## config.mk

```make
export PLATFORM = sky130hd
export DESIGN_NAME = imr_router
export DESIGN_NICKNAME = d
export VERILOG_FILES = /design/src/rtl/imr_pkg.sv /design/src/rtl/imr_router.sv
export VERILOG_INCLUDE_DIRS = /design/src /design/src/rtl
export SDC_FILE = /design/constraint.sdc
export NUM_CORES = 1
export LEC_CHECK = 0
export ABC_AREA = 1
export BUFFER_PORTS_ARGS = -buffer_cell sky130_fd_sc_hd__buf_4
export CORE_MARGIN = 8
export CORE_UTILIZATION = 60
export CTS_CLUSTER_DIAMETER = 100
export CTS_CLUSTER_SIZE = 30
export DETAILED_ROUTE_END_ITERATION = 10
export PLACE_DENSITY = 0.86
export SLEW_MARGIN = 30
export SYNTH_ARGS = -nofsm -noshare
export SYNTH_HDL_FRONTEND = slang
export SYNTH_SLANG_ARGS = --single-unit
```

## constraint.sdc

```tcl
create_clock -name clk -period 10 [get_ports clk]
set_input_delay 2 -clock clk [delete_from_list [all_inputs] [get_ports clk]]
set_output_delay 2 -clock clk [all_outputs]
set_load 0.02 [all_outputs]
```

## src/rtl/imr_defs.svh

```systemverilog
// register offsets, field positions, reset values and timing counts for the interrupt router
// assumes inclusion by name from the top module and the testbench
`ifndef IMR_DEFS_SVH
`define IMR_DEFS_SVH
`define IMR_OFF_SERIAL_POWER 5'h04
`define IMR_OFF_ACCEL_SETUP 5'h08
`define IMR_OFF_GYRO_SETUP 5'h0c
`define IMR_OFF_SENSOR_ENABLE 5'h10
`define IMR_OFF_EVENT_ROUTING 5'h14
`define IMR_OFF_COMMAND 5'h18
`define IMR_OFF_INT_STATUS 5'h1c
`define IMR_OFF_EVENT_IN 5'h00
`define IMR_BIT_QUEUE_TO_A 2
`define IMR_BIT_POWER_DOWN 0
`define IMR_BIT_LOCKED 7
`define IMR_BIT_READY_MASK 5
`define IMR_BIT_GYRO_SNOOZE 4
`define IMR_BIT_GYRO_EN 1
`define IMR_BIT_ACCEL_EN 0
`define IMR_BIT_HS_POLL 7
`define IMR_BIT_MOTION_TO_A 6
`define IMR_BIT_CMD_DONE 7
`define IMR_CMD_ACK 8'h00
`define IMR_RESET_BYTE 8'h00
`define IMR_CMD_EXEC_CYCLES 8'h08
`define IMR_PULSE_BASE_CYCLES 16'h0010
`define IMR_PERIOD_NS 100
`endif

```

## src/rtl/imr_pkg.sv

```systemverilog
// types shared by the interrupt router
// assumes imr_defs.svh is on the include path
package imr_pkg;
	typedef enum logic [1:0] {
		IMR_OFF,
		IMR_LOW_POWER,
		IMR_POWER_DOWN,
		IMR_ACTIVE
	} imr_power_e;
	typedef enum logic [1:0] {
		IMR_CMD_IDLE,
		IMR_CMD_BUSY,
		IMR_CMD_DONE
	} imr_cmd_e;
	typedef struct packed {
		logic accel_on;
		logic gyro_drive;
		logic gyro_data;
		logic low_power;
		logic motion_wake;
	} imr_mode_s;
endpackage

```

## src/rtl/imr_router.sv

```systemverilog
// interrupt routing, sample-ready generation and mode decode for a six-axis sensor
// assumes an Avalon-MM master on clk; event sources arrive as inputs synchronous to clk
`timescale 1ns/1ps
`include "imr_defs.svh"
// Summary of operation
// two push-pull interrupt pins, low after reset until a source asserts them
// motion-wake mode stops samples and pins follow the motion-wake configuration
// several sources on one pin are combined by logical OR
// sensor enable bit 7 selects locked-sample mode, zero selects non-locked map
// locked mode routes command handshake completion to pin A
// locked mode routes every enabled motion event to pin A
// locked mode disables the queue and routes sample-ready to pin B
// non-locked mode mirrors pin A in status bit 1, pin B in bit 0
// non-locked with routing bit 7 clear shows handshake on pin A, else polled
// non-locked motion events go to pin A when bit 6 set, else pin B
// low five routing bits enable the five motion engines
// bypass queue mode enables sample-ready, other modes enable queuing instead
// queue interrupt goes to pin A when serial power bit 2 set, else B
// sample-ready reaches pin B only while the sample-ready mask is zero
// data updates once per period while low, then one ready pulse rises
// ready pulse clears itself after a width set by the enabled sensors
// host reads data while pin B pulse is still high
// locked mode keeps data registers stable once locked
// reset gives all sensors off, power-down clear, enables clear, rate zero
// accel rate pattern 11xx selects the slow clock for low-power operation
// power-down stops both sensors and sample updates but keeps registers and the bus alive
// gyro snooze with gyro enable keeps drive but produces no gyro data
// command completion sets done flag; host writes 0x00 and flag clears
// watermark flag set at or above nonzero watermark, cleared below it
// pin routing recomputed every cycle from current mode and bits
module imr_router #(
	parameter int RATE_DIV_BASE = 64
) (
	input wire logic clk,
	input wire logic rst,
	input wire logic [4:0] avs_address,
	input wire logic avs_read,
	input wire logic avs_write,
	input wire logic [31:0] avs_writedata,
	input wire logic [3:0] avs_byteenable,
	output logic [31:0] avs_readdata,
	output logic avs_waitrequest,
	input wire logic [4:0] motion_events,
	input wire logic motion_wake_irq,
	input wire logic queue_irq,
	input wire logic [1:0] queue_mode,
	input wire logic [7:0] queue_level,
	input wire logic [7:0] queue_watermark_level,
	output logic irq_pin_a,
	output logic irq_pin_a_oe,
	output logic irq_pin_b,
	output logic irq_pin_b_oe,
	output logic sample_update,
	output logic queue_watermark_flag,
	output logic slow_clock_select,
	output logic [4:0] power_state
);
	logic [7:0] serial_power_control_reg;
	logic [7:0] accel_setup_control_reg;
	logic [7:0] gyro_setup_control_reg;
	logic [7:0] sensor_enable_control_reg;
	logic [7:0] event_routing_control_reg;
	logic [7:0] command_handshake_reg;
	logic command_done_flag_reg;
	imr_pkg::imr_cmd_e cmd_state_reg;
	logic [7:0] cmd_count_reg;
	logic [15:0] rate_count_reg;
	logic [15:0] pulse_count_reg;
	logic ready_level_reg;
	logic [31:0] readdata_reg;
	logic wait_reg;
	logic irq_a_reg;
	logic irq_b_reg;
	logic update_reg;
	logic wtm_reg;
	logic slow_reg;
	logic [4:0] mode_reg;
	logic data_locked_reg;

	// waitrequest is low for exactly one cycle of each request
	wire bus_req = (avs_read | avs_write) & wait_reg;
	wire bus_wr = avs_write & ~wait_reg;
	wire bus_rd = avs_read & ~wait_reg;
	wire lane0 = avs_byteenable[0];
	wire [7:0] wbyte = avs_writedata[7:0];

	function automatic logic hit(input logic [4:0] a, input logic [4:0] off);
		hit = (a == off);
	endfunction

	// mode decode
	wire power_down = serial_power_control_reg[`IMR_BIT_POWER_DOWN];
	wire accel_en = sensor_enable_control_reg[`IMR_BIT_ACCEL_EN] & ~power_down;
	wire gyro_en = sensor_enable_control_reg[`IMR_BIT_GYRO_EN] & ~power_down;
	wire gyro_snooze = sensor_enable_control_reg[`IMR_BIT_GYRO_SNOOZE];
	wire low_rate = (accel_setup_control_reg[3:2] == 2'b11);
	wire motion_wake_mode = accel_en & ~gyro_en & low_rate & (|event_routing_control_reg[4:0]);
	wire gyro_data = gyro_en & ~gyro_snooze;
	wire any_data = (accel_en | gyro_data) & ~motion_wake_mode;
	wire locked_sample_mode = sensor_enable_control_reg[`IMR_BIT_LOCKED];
	wire bypass = (queue_mode == 2'b00);
	wire ready_func = locked_sample_mode | bypass;
	wire queue_func = ~locked_sample_mode & ~bypass;
	wire [4:0] engines_on = event_routing_control_reg[4:0];
	wire motion_any = |(motion_events & engines_on);
	wire ready_ok = ready_func & ~sensor_enable_control_reg[`IMR_BIT_READY_MASK];
	wire ready_src = ready_level_reg & ready_ok & any_data;
	wire hs_a = locked_sample_mode | ~event_routing_control_reg[`IMR_BIT_HS_POLL];
	wire motion_a = locked_sample_mode | event_routing_control_reg[`IMR_BIT_MOTION_TO_A];
	wire queue_a = serial_power_control_reg[`IMR_BIT_QUEUE_TO_A];
	// sources on one pin combine by OR, recomputed each cycle
	wire route_a = (command_done_flag_reg & hs_a) | (motion_any & motion_a)
		| (queue_irq & queue_func & queue_a);
	wire route_b = ready_src | (motion_any & ~motion_a)
		| (queue_irq & queue_func & ~queue_a);
	wire pin_a_next = motion_wake_mode ? motion_wake_irq : route_a;
	wire pin_b_next = motion_wake_mode ? 1'b0 : route_b;
	wire wtm_next = (queue_watermark_level != 8'h00) && (queue_level >= queue_watermark_level);

	// pulse width doubles when both accel and gyro data run
	wire [15:0] pulse_width = `IMR_PULSE_BASE_CYCLES
		<< ((accel_en & gyro_data) ? 1 : 0);
	wire [15:0] period = 16'(RATE_DIV_BASE) << accel_setup_control_reg[1:0];
	wire rate_wrap = (rate_count_reg >= period - 16'h0001);
	wire hold_data = locked_sample_mode & data_locked_reg;
	wire update_next = rate_wrap & any_data & ~hold_data & ~ready_level_reg;

	wire [7:0] status_byte = {command_done_flag_reg, 5'h00,
		locked_sample_mode ? 1'b0 : irq_a_reg, locked_sample_mode ? 1'b0 : irq_b_reg};
	wire [4:0] mode_next = {motion_wake_mode, low_rate & ~power_down, gyro_data,
		gyro_en, accel_en};

	wire ack_write = bus_wr & lane0 & hit(avs_address, `IMR_OFF_COMMAND)
		& (wbyte == `IMR_CMD_ACK);
	wire cmd_write = bus_wr & lane0 & hit(avs_address, `IMR_OFF_COMMAND)
		& (wbyte != `IMR_CMD_ACK);

	wire [31:0] rd_mux = hit(avs_address, `IMR_OFF_SERIAL_POWER) ? {24'h0, serial_power_control_reg}
		: hit(avs_address, `IMR_OFF_ACCEL_SETUP) ? {24'h0, accel_setup_control_reg}
		: hit(avs_address, `IMR_OFF_GYRO_SETUP) ? {24'h0, gyro_setup_control_reg}
		: hit(avs_address, `IMR_OFF_SENSOR_ENABLE) ? {24'h0, sensor_enable_control_reg}
		: hit(avs_address, `IMR_OFF_EVENT_ROUTING) ? {24'h0, event_routing_control_reg}
		: hit(avs_address, `IMR_OFF_COMMAND) ? {24'h0, command_handshake_reg}
		: hit(avs_address, `IMR_OFF_INT_STATUS) ? {24'h0, status_byte}
		: hit(avs_address, `IMR_OFF_EVENT_IN) ? {19'h0, mode_next, wtm_reg, 7'h00}
		: 32'h0000_0000;

	always_ff @(posedge clk or posedge rst) begin
		if (rst) begin
			wait_reg <= 1'b1;
			readdata_reg <= 32'h0000_0000;
		end else begin
			wait_reg <= ~bus_req;
			if (bus_req && avs_read)
				readdata_reg <= rd_mux;
		end
	end

	always_ff @(posedge clk or posedge rst) begin
		if (rst) begin
			serial_power_control_reg <= `IMR_RESET_BYTE;
			accel_setup_control_reg <= `IMR_RESET_BYTE;
			gyro_setup_control_reg <= `IMR_RESET_BYTE;
			sensor_enable_control_reg <= `IMR_RESET_BYTE;
			event_routing_control_reg <= `IMR_RESET_BYTE;
			command_handshake_reg <= `IMR_RESET_BYTE;
		end else if (bus_wr && lane0) begin
			if (hit(avs_address, `IMR_OFF_SERIAL_POWER))
				serial_power_control_reg <= wbyte;
			else if (hit(avs_address, `IMR_OFF_ACCEL_SETUP))
				accel_setup_control_reg <= wbyte;
			else if (hit(avs_address, `IMR_OFF_GYRO_SETUP))
				gyro_setup_control_reg <= wbyte;
			else if (hit(avs_address, `IMR_OFF_SENSOR_ENABLE))
				sensor_enable_control_reg <= wbyte;
			else if (hit(avs_address, `IMR_OFF_EVENT_ROUTING))
				event_routing_control_reg <= wbyte;
			else if (hit(avs_address, `IMR_OFF_COMMAND))
				command_handshake_reg <= wbyte;
		end
	end

	// command engine: fixed execution delay, then done until acknowledged
	always_ff @(posedge clk or posedge rst) begin
		if (rst) begin
			cmd_state_reg <= imr_pkg::IMR_CMD_IDLE;
			cmd_count_reg <= 8'h00;
			command_done_flag_reg <= 1'b0;
		end else begin
			case (cmd_state_reg)
			imr_pkg::IMR_CMD_IDLE: begin
				if (cmd_write) begin
					cmd_state_reg <= imr_pkg::IMR_CMD_BUSY;
					cmd_count_reg <= `IMR_CMD_EXEC_CYCLES;
				end
			end
			imr_pkg::IMR_CMD_BUSY: begin
				if (cmd_count_reg == 8'h01) begin
					cmd_state_reg <= imr_pkg::IMR_CMD_DONE;
					command_done_flag_reg <= 1'b1;
				end
				cmd_count_reg <= cmd_count_reg - 8'h01;
			end
			imr_pkg::IMR_CMD_DONE: begin
				if (ack_write) begin
					cmd_state_reg <= imr_pkg::IMR_CMD_IDLE;
					command_done_flag_reg <= 1'b0;
				end
			end
			default: cmd_state_reg <= imr_pkg::IMR_CMD_IDLE;
			endcase
		end
	end

	// output-rate timer and self-clearing ready pulse
	always_ff @(posedge clk or posedge rst) begin
		if (rst) begin
			rate_count_reg <= 16'h0000;
			pulse_count_reg <= 16'h0000;
			ready_level_reg <= 1'b0;
			update_reg <= 1'b0;
			data_locked_reg <= 1'b0;
		end else begin
			update_reg <= update_next;
			rate_count_reg <= (rate_wrap || !any_data) ? 16'h0000 : rate_count_reg + 16'h0001;
			if (update_reg) begin
				ready_level_reg <= 1'b1;
				pulse_count_reg <= pulse_width;
			end else if (ready_level_reg) begin
				pulse_count_reg <= pulse_count_reg - 16'h0001;
				if (pulse_count_reg <= 16'h0001)
					ready_level_reg <= 1'b0;
			end
			if (!locked_sample_mode)
				data_locked_reg <= 1'b0;
			else if (update_reg)
				data_locked_reg <= 1'b1;
			else if (bus_rd && hit(avs_address, `IMR_OFF_INT_STATUS))
				data_locked_reg <= 1'b0;
		end
	end

	always_ff @(posedge clk or posedge rst) begin
		if (rst) begin
			irq_a_reg <= 1'b0;
			irq_b_reg <= 1'b0;
			wtm_reg <= 1'b0;
			slow_reg <= 1'b0;
			mode_reg <= 5'h00;
		end else begin
			irq_a_reg <= pin_a_next;
			irq_b_reg <= pin_b_next;
			wtm_reg <= wtm_next;
			slow_reg <= low_rate & ~power_down;
			mode_reg <= mode_next;
		end
	end

	assign avs_readdata = readdata_reg;
	assign avs_waitrequest = wait_reg;
	assign irq_pin_a = irq_a_reg;
	assign irq_pin_b = irq_b_reg;
	assign irq_pin_a_oe = 1'b1;
	assign irq_pin_b_oe = 1'b1;
	assign sample_update = update_reg;
	assign queue_watermark_flag = wtm_reg;
	assign slow_clock_select = slow_reg;
	assign power_state = mode_reg;

	a_done_on_pin_a: assert property (@(posedge clk) disable iff (rst)
		(command_done_flag_reg && !locked_sample_mode && !event_routing_control_reg[7]
		&& !motion_wake_mode) |=> irq_pin_a)
		else $error("handshake not seen on pin a");
	a_ack_clears_done: assert property (@(posedge clk) disable iff (rst)
		(ack_write && cmd_state_reg == imr_pkg::IMR_CMD_DONE) |=> !command_done_flag_reg)
		else $error("ack did not clear done flag");
	a_pulse_self_clear: assert property (@(posedge clk) disable iff (rst)
		$rose(ready_level_reg) |-> ##[1:40] !ready_level_reg)
		else $error("ready pulse did not clear");
	a_update_while_low: assert property (@(posedge clk) disable iff (rst)
		update_reg |-> !ready_level_reg ##1 ready_level_reg)
		else $error("update not followed by rising ready");
	a_status_mirror: assert property (@(posedge clk) disable iff (rst)
		(avs_read && avs_waitrequest && hit(avs_address, `IMR_OFF_INT_STATUS)
		&& !locked_sample_mode) |=> avs_readdata[1:0] == {$past(irq_pin_a), $past(irq_pin_b)})
		else $error("status does not mirror pins");
	a_mask_blocks: assert property (@(posedge clk) disable iff (rst)
		($past(sensor_enable_control_reg[5]) && !$past(motion_any) && !$past(queue_irq))
		|-> !irq_pin_b)
		else $error("masked ready reached pin b");
	a_locked_motion_a: assert property (@(posedge clk) disable iff (rst)
		(locked_sample_mode && motion_any && !motion_wake_mode) |=> irq_pin_a)
		else $error("locked motion missing on pin a");
	a_wtm_level: assert property (@(posedge clk) disable iff (rst)
		(queue_watermark_level == 8'h00) |=> !queue_watermark_flag)
		else $error("watermark flag with zero watermark");
	a_one_cycle_wait: assert property (@(posedge clk) disable iff (rst)
		((avs_read || avs_write) && avs_waitrequest) |=> !avs_waitrequest)
		else $error("waitrequest not released");
	a_wake_pin_b: assert property (@(posedge clk) disable iff (rst)
		motion_wake_mode |=> !irq_pin_b)
		else $error("pin b active in motion wake");
	a_wake_follows: assert property (@(posedge clk) disable iff (rst)
		motion_wake_mode |=> (irq_pin_a == $past(motion_wake_irq)))
		else $error("pin a does not follow wake source");
	a_wake_no_update: assert property (@(posedge clk) disable iff (rst)
		motion_wake_mode |=> !sample_update)
		else $error("sample update in motion wake");
	a_queue_to_a: assert property (@(posedge clk) disable iff (rst)
		(queue_irq && queue_func && queue_a && !motion_wake_mode) |=> irq_pin_a)
		else $error("queue interrupt missing on pin a");
	a_queue_to_b: assert property (@(posedge clk) disable iff (rst)
		(queue_irq && queue_func && !queue_a && !motion_wake_mode) |=> irq_pin_b)
		else $error("queue interrupt missing on pin b");
	a_motion_to_a: assert property (@(posedge clk) disable iff (rst)
		(!locked_sample_mode && event_routing_control_reg[6] && motion_any
		&& !motion_wake_mode) |=> irq_pin_a)
		else $error("motion event missing on pin a");
	a_motion_to_b: assert property (@(posedge clk) disable iff (rst)
		(!locked_sample_mode && !event_routing_control_reg[6] && motion_any
		&& !motion_wake_mode) |=> irq_pin_b)
		else $error("motion event missing on pin b");
	a_ready_to_b: assert property (@(posedge clk) disable iff (rst)
		(ready_level_reg && ready_func && !sensor_enable_control_reg[5] && any_data
		&& !motion_wake_mode) |=> irq_pin_b)
		else $error("ready pulse missing on pin b");
	a_locked_hs_a: assert property (@(posedge clk) disable iff (rst)
		(locked_sample_mode && command_done_flag_reg && !motion_wake_mode) |=> irq_pin_a)
		else $error("locked handshake missing on pin a");
	a_locked_pin_b: assert property (@(posedge clk) disable iff (rst)
		(locked_sample_mode && !ready_level_reg && !motion_wake_mode) |=> !irq_pin_b)
		else $error("locked pin b shows other than ready");
	a_power_down_quiet: assert property (@(posedge clk) disable iff (rst)
		power_down |=> !sample_update)
		else $error("sample update in power down");
	a_snooze_no_gyro: assert property (@(posedge clk) disable iff (rst)
		gyro_snooze |=> !power_state[2])
		else $error("gyro data while snoozed");
	a_slow_select: assert property (@(posedge clk) disable iff (rst)
		(low_rate && !power_down) |=> slow_clock_select)
		else $error("slow clock not selected");
	a_cmd_done_delay: assert property (@(posedge clk) disable iff (rst)
		(cmd_write && cmd_state_reg == imr_pkg::IMR_CMD_IDLE) |-> ##9 command_done_flag_reg)
		else $error("command done flag late");
	a_wtm_set: assert property (@(posedge clk) disable iff (rst)
		(queue_watermark_level != 8'h00 && queue_level >= queue_watermark_level)
		|=> queue_watermark_flag)
		else $error("watermark flag not set");
endmodule

```

==> impl_results.md <==
* Outcome: finished, final reports clean
* Worst hold path endpoint: rate_count_reg[0]
* Slew @ Worst Pin at 0.719 ns
* Fin. max-slew vios at 0
* R2R Setup Slk at 8.17 ns
* Unrepaired setup endpoints after global routing: no
* CP endpoint kind: primary output
* Fillers at 715
* Period utilisation layout at 33.0%
* Total track usage at 23.1%
* Seq/Total Area, Yosys at 48.4%
* Relative slew slack at 52.1%
* Total gr overflow at 0
* Postcts setup bufs at 0
* Max rail drop VDD at 163 uV
* Final Skew at 0.00957 ns
* # placed instances at 929
* Gpl congestion at 0.966
* Cell taking the most area after synthesis: dfrtp_1
* Final Core Density at 73.5%
* Reg power frac at 38.5%
* Synth top area share at 48.0%
* Ranking of synthesized cells by area: dfrtp_1, nand2_1, inv_1
* DR pass1 iterations at 5
* Most common cell after layout, fill and taps aside: nand2_1
* Hold_sp: rate_count_reg[0]
* Routed Antenna Nets at 0
* DRC viols at 0
* Comb pwr share at 18.9%
* Crit path largest cell delay at 0.56 ns
* N_diodes at 0
* I/O Buffers at 66
* TritonCTS clock tree: yes
* Dpl hpwl at 10200 um
* Cells resized by post-CTS repair at 0
* Wire length per cell at 15.6 um
* Root Buffer: clkbuf_8
* Post-Syn Instances at 740
* Hold path cells at 1
* Critical path required time at 8.00 ns
* Int Pwr at 1.09 mW
* # setup viols final at 0
* Die area at 13500 um2
* Ys Warns at 0
* Ys flop type: dfrtp_1
* Total number of vias at 5280
* Vias/cell at 5.50
* Switch Pwr at 0.455 mW
* Hold Vio Cnt, Final at 0
* Max H-tree Level at 4
* CP Cell Sequence: buf_4
* Area of the core at 9730 um2
* Crit path buf inv count at 1
* Critical path type: reg -> out
* Placed inst area at 6510 um2
* Worst-path fanout max at 10
* DRT iter0 DRCs at 571
* Die span in y at 116 um
* R2r endpoint: sensor_enable_control_reg[2]
* FMAX at 0.303 GHz
* Max-Cap Viols at 0
* PD cells at 216 nW/um2
* Total CTS buffers at 17
* DRT Wirelength at 15000 um
* Sw Ratio at 29.5%
* Unique masters post-synth at 42
* Initial antenna violation count at 0
* Clk slew on worst S/H paths at 0.06 ns
* Commonest cells after routing, fill and taps aside: nand2_1, dfrtp_1, inv_1
* Hold-fix buffers at CTS at 0
* Crit path time final at 3.30 ns
* Hold crit path type: reg -> reg
* Starting density of the core at 61.6%
* Share of cells above drive strength 1 at 15.7%
* FP Rows at 36
* Async set or reset register ratio after synthesis at 100%
* Clk_lat worst skew at 0.52 ns
* Final instance area at 7150 um2
* Final #Nets at 902
* Sink Count at 116
* Syn_area_per_cell at 8.10 um2
* Number of global-route vias before repair at 5222
* Crit path DAT at 1.30 ns
* Static Leakage at 3.66 nW
* Startpoint types: flip-flop
* First-pass GRT wire length at 24300 um
* Reg2reg start: avs_waitrequest
* Clock buffer depth at 2
* Synthesis-stage register bit count at 116
* Non-Filler Instances at 960
* Slowest library cell on the worst path: dfrtp_1
* Sum Neg Setup Slack at 0 ns
* Clock share of power at 42.6%
* Cell area after synthesis at 6000 um2
* # IOs at 115
* Die span in x at 116 um
* CP top delay family: flip-flops
* Largest net degree at the start of global routing at 60
* Layout area overhead at 19.3%
* Worst reg-to-reg path cell count at 6
* Post-synth EDFFs at 0
-- kinds of logic after synthesis --
logic type	synth area share, %
and+or+nand+nor	25.3
DFF	48.4
AOI/OAI and AO/OA	11.4
adders and majority gates	3.55
buffers and inverters	9.66
other	0.125
xor gates and xnor gates	1.61
-- how the worst max path moves through the flow --
stage,slack [ns],cells past startpoint,endpoint,start
finish,6.70,1,sample_update,sample_update
global route,6.67,1,sample_update,sample_update
CTS,6.70,1,sample_update,sample_update
detailed placement,6.38,7,sensor_enable_control_reg[2],avs_address[1]
global placement,6.50,7,sensor_enable_control_reg[6],avs_address[1]
floorplan,4.93,1,accel_setup_control_reg[0],rst
-- layer usage --
layer	up-vias	GRT usage [%]	share of wire, %
li1	2501	-	-
met3	37	7.30	9.3
met2	271	38.2	48
met4	0	8.30	2.3
met5	-	0	0
met1	2471	27.7	40
-- Yosys cell counts, types with 8 or more instances --
cell type,instances
inv_1,81
nor3_1,9
nand2_1,179
ha_1,17
nand4_1,21
o21ai_0,45
xor2_1,9
a21oi_1,24
nand3_1,35
o21ai_1,31
dfrtp_1,115
buf_4,22
nor2_1,79
o21ai_2,8
-- area by class of cell --
class                      count  area, um2  share of cell area, %
timing repair buffer          67        503                   7.03
clock buffer                  22        463                   6.47
inverter                      88        333                   4.65
clock inverter                 9        175                   2.45
tap                          133        166                   2.33
multi-input combinational    525       2610                   36.5
sequential                   116       2900                   40.6
-- through the flow --
step | hold WS, ns | power, mW | setup WS [ns]
after floorplan | 0.433 | 0.805 | 4.93
after global placement | 0.446 | 0.863 | 6.50
final | 0.459 | 1.54 | 6.70
after detailed placement | 0.459 | 0.882 | 6.38
after CTS | 0.466 | 1.54 | 6.70
after global routing | 0.478 | 1.61 | 6.67
-- power groups by stage --
stage | clock (mW) | sequential (mW) | combinational (mW)
3_3_place_gp | 0 | 0.595 | 0.268
4_1_cts | 0.659 | 0.593 | 0.290
2_1_floorplan | 0 | 0.588 | 0.216
6_report | 0.657 | 0.595 | 0.293
5_1_grt | 0.682 | 0.602 | 0.331
3_5_place_dp | 0 | 0.598 | 0.284
No activity file was read; power rests on OpenSTA's default activity.
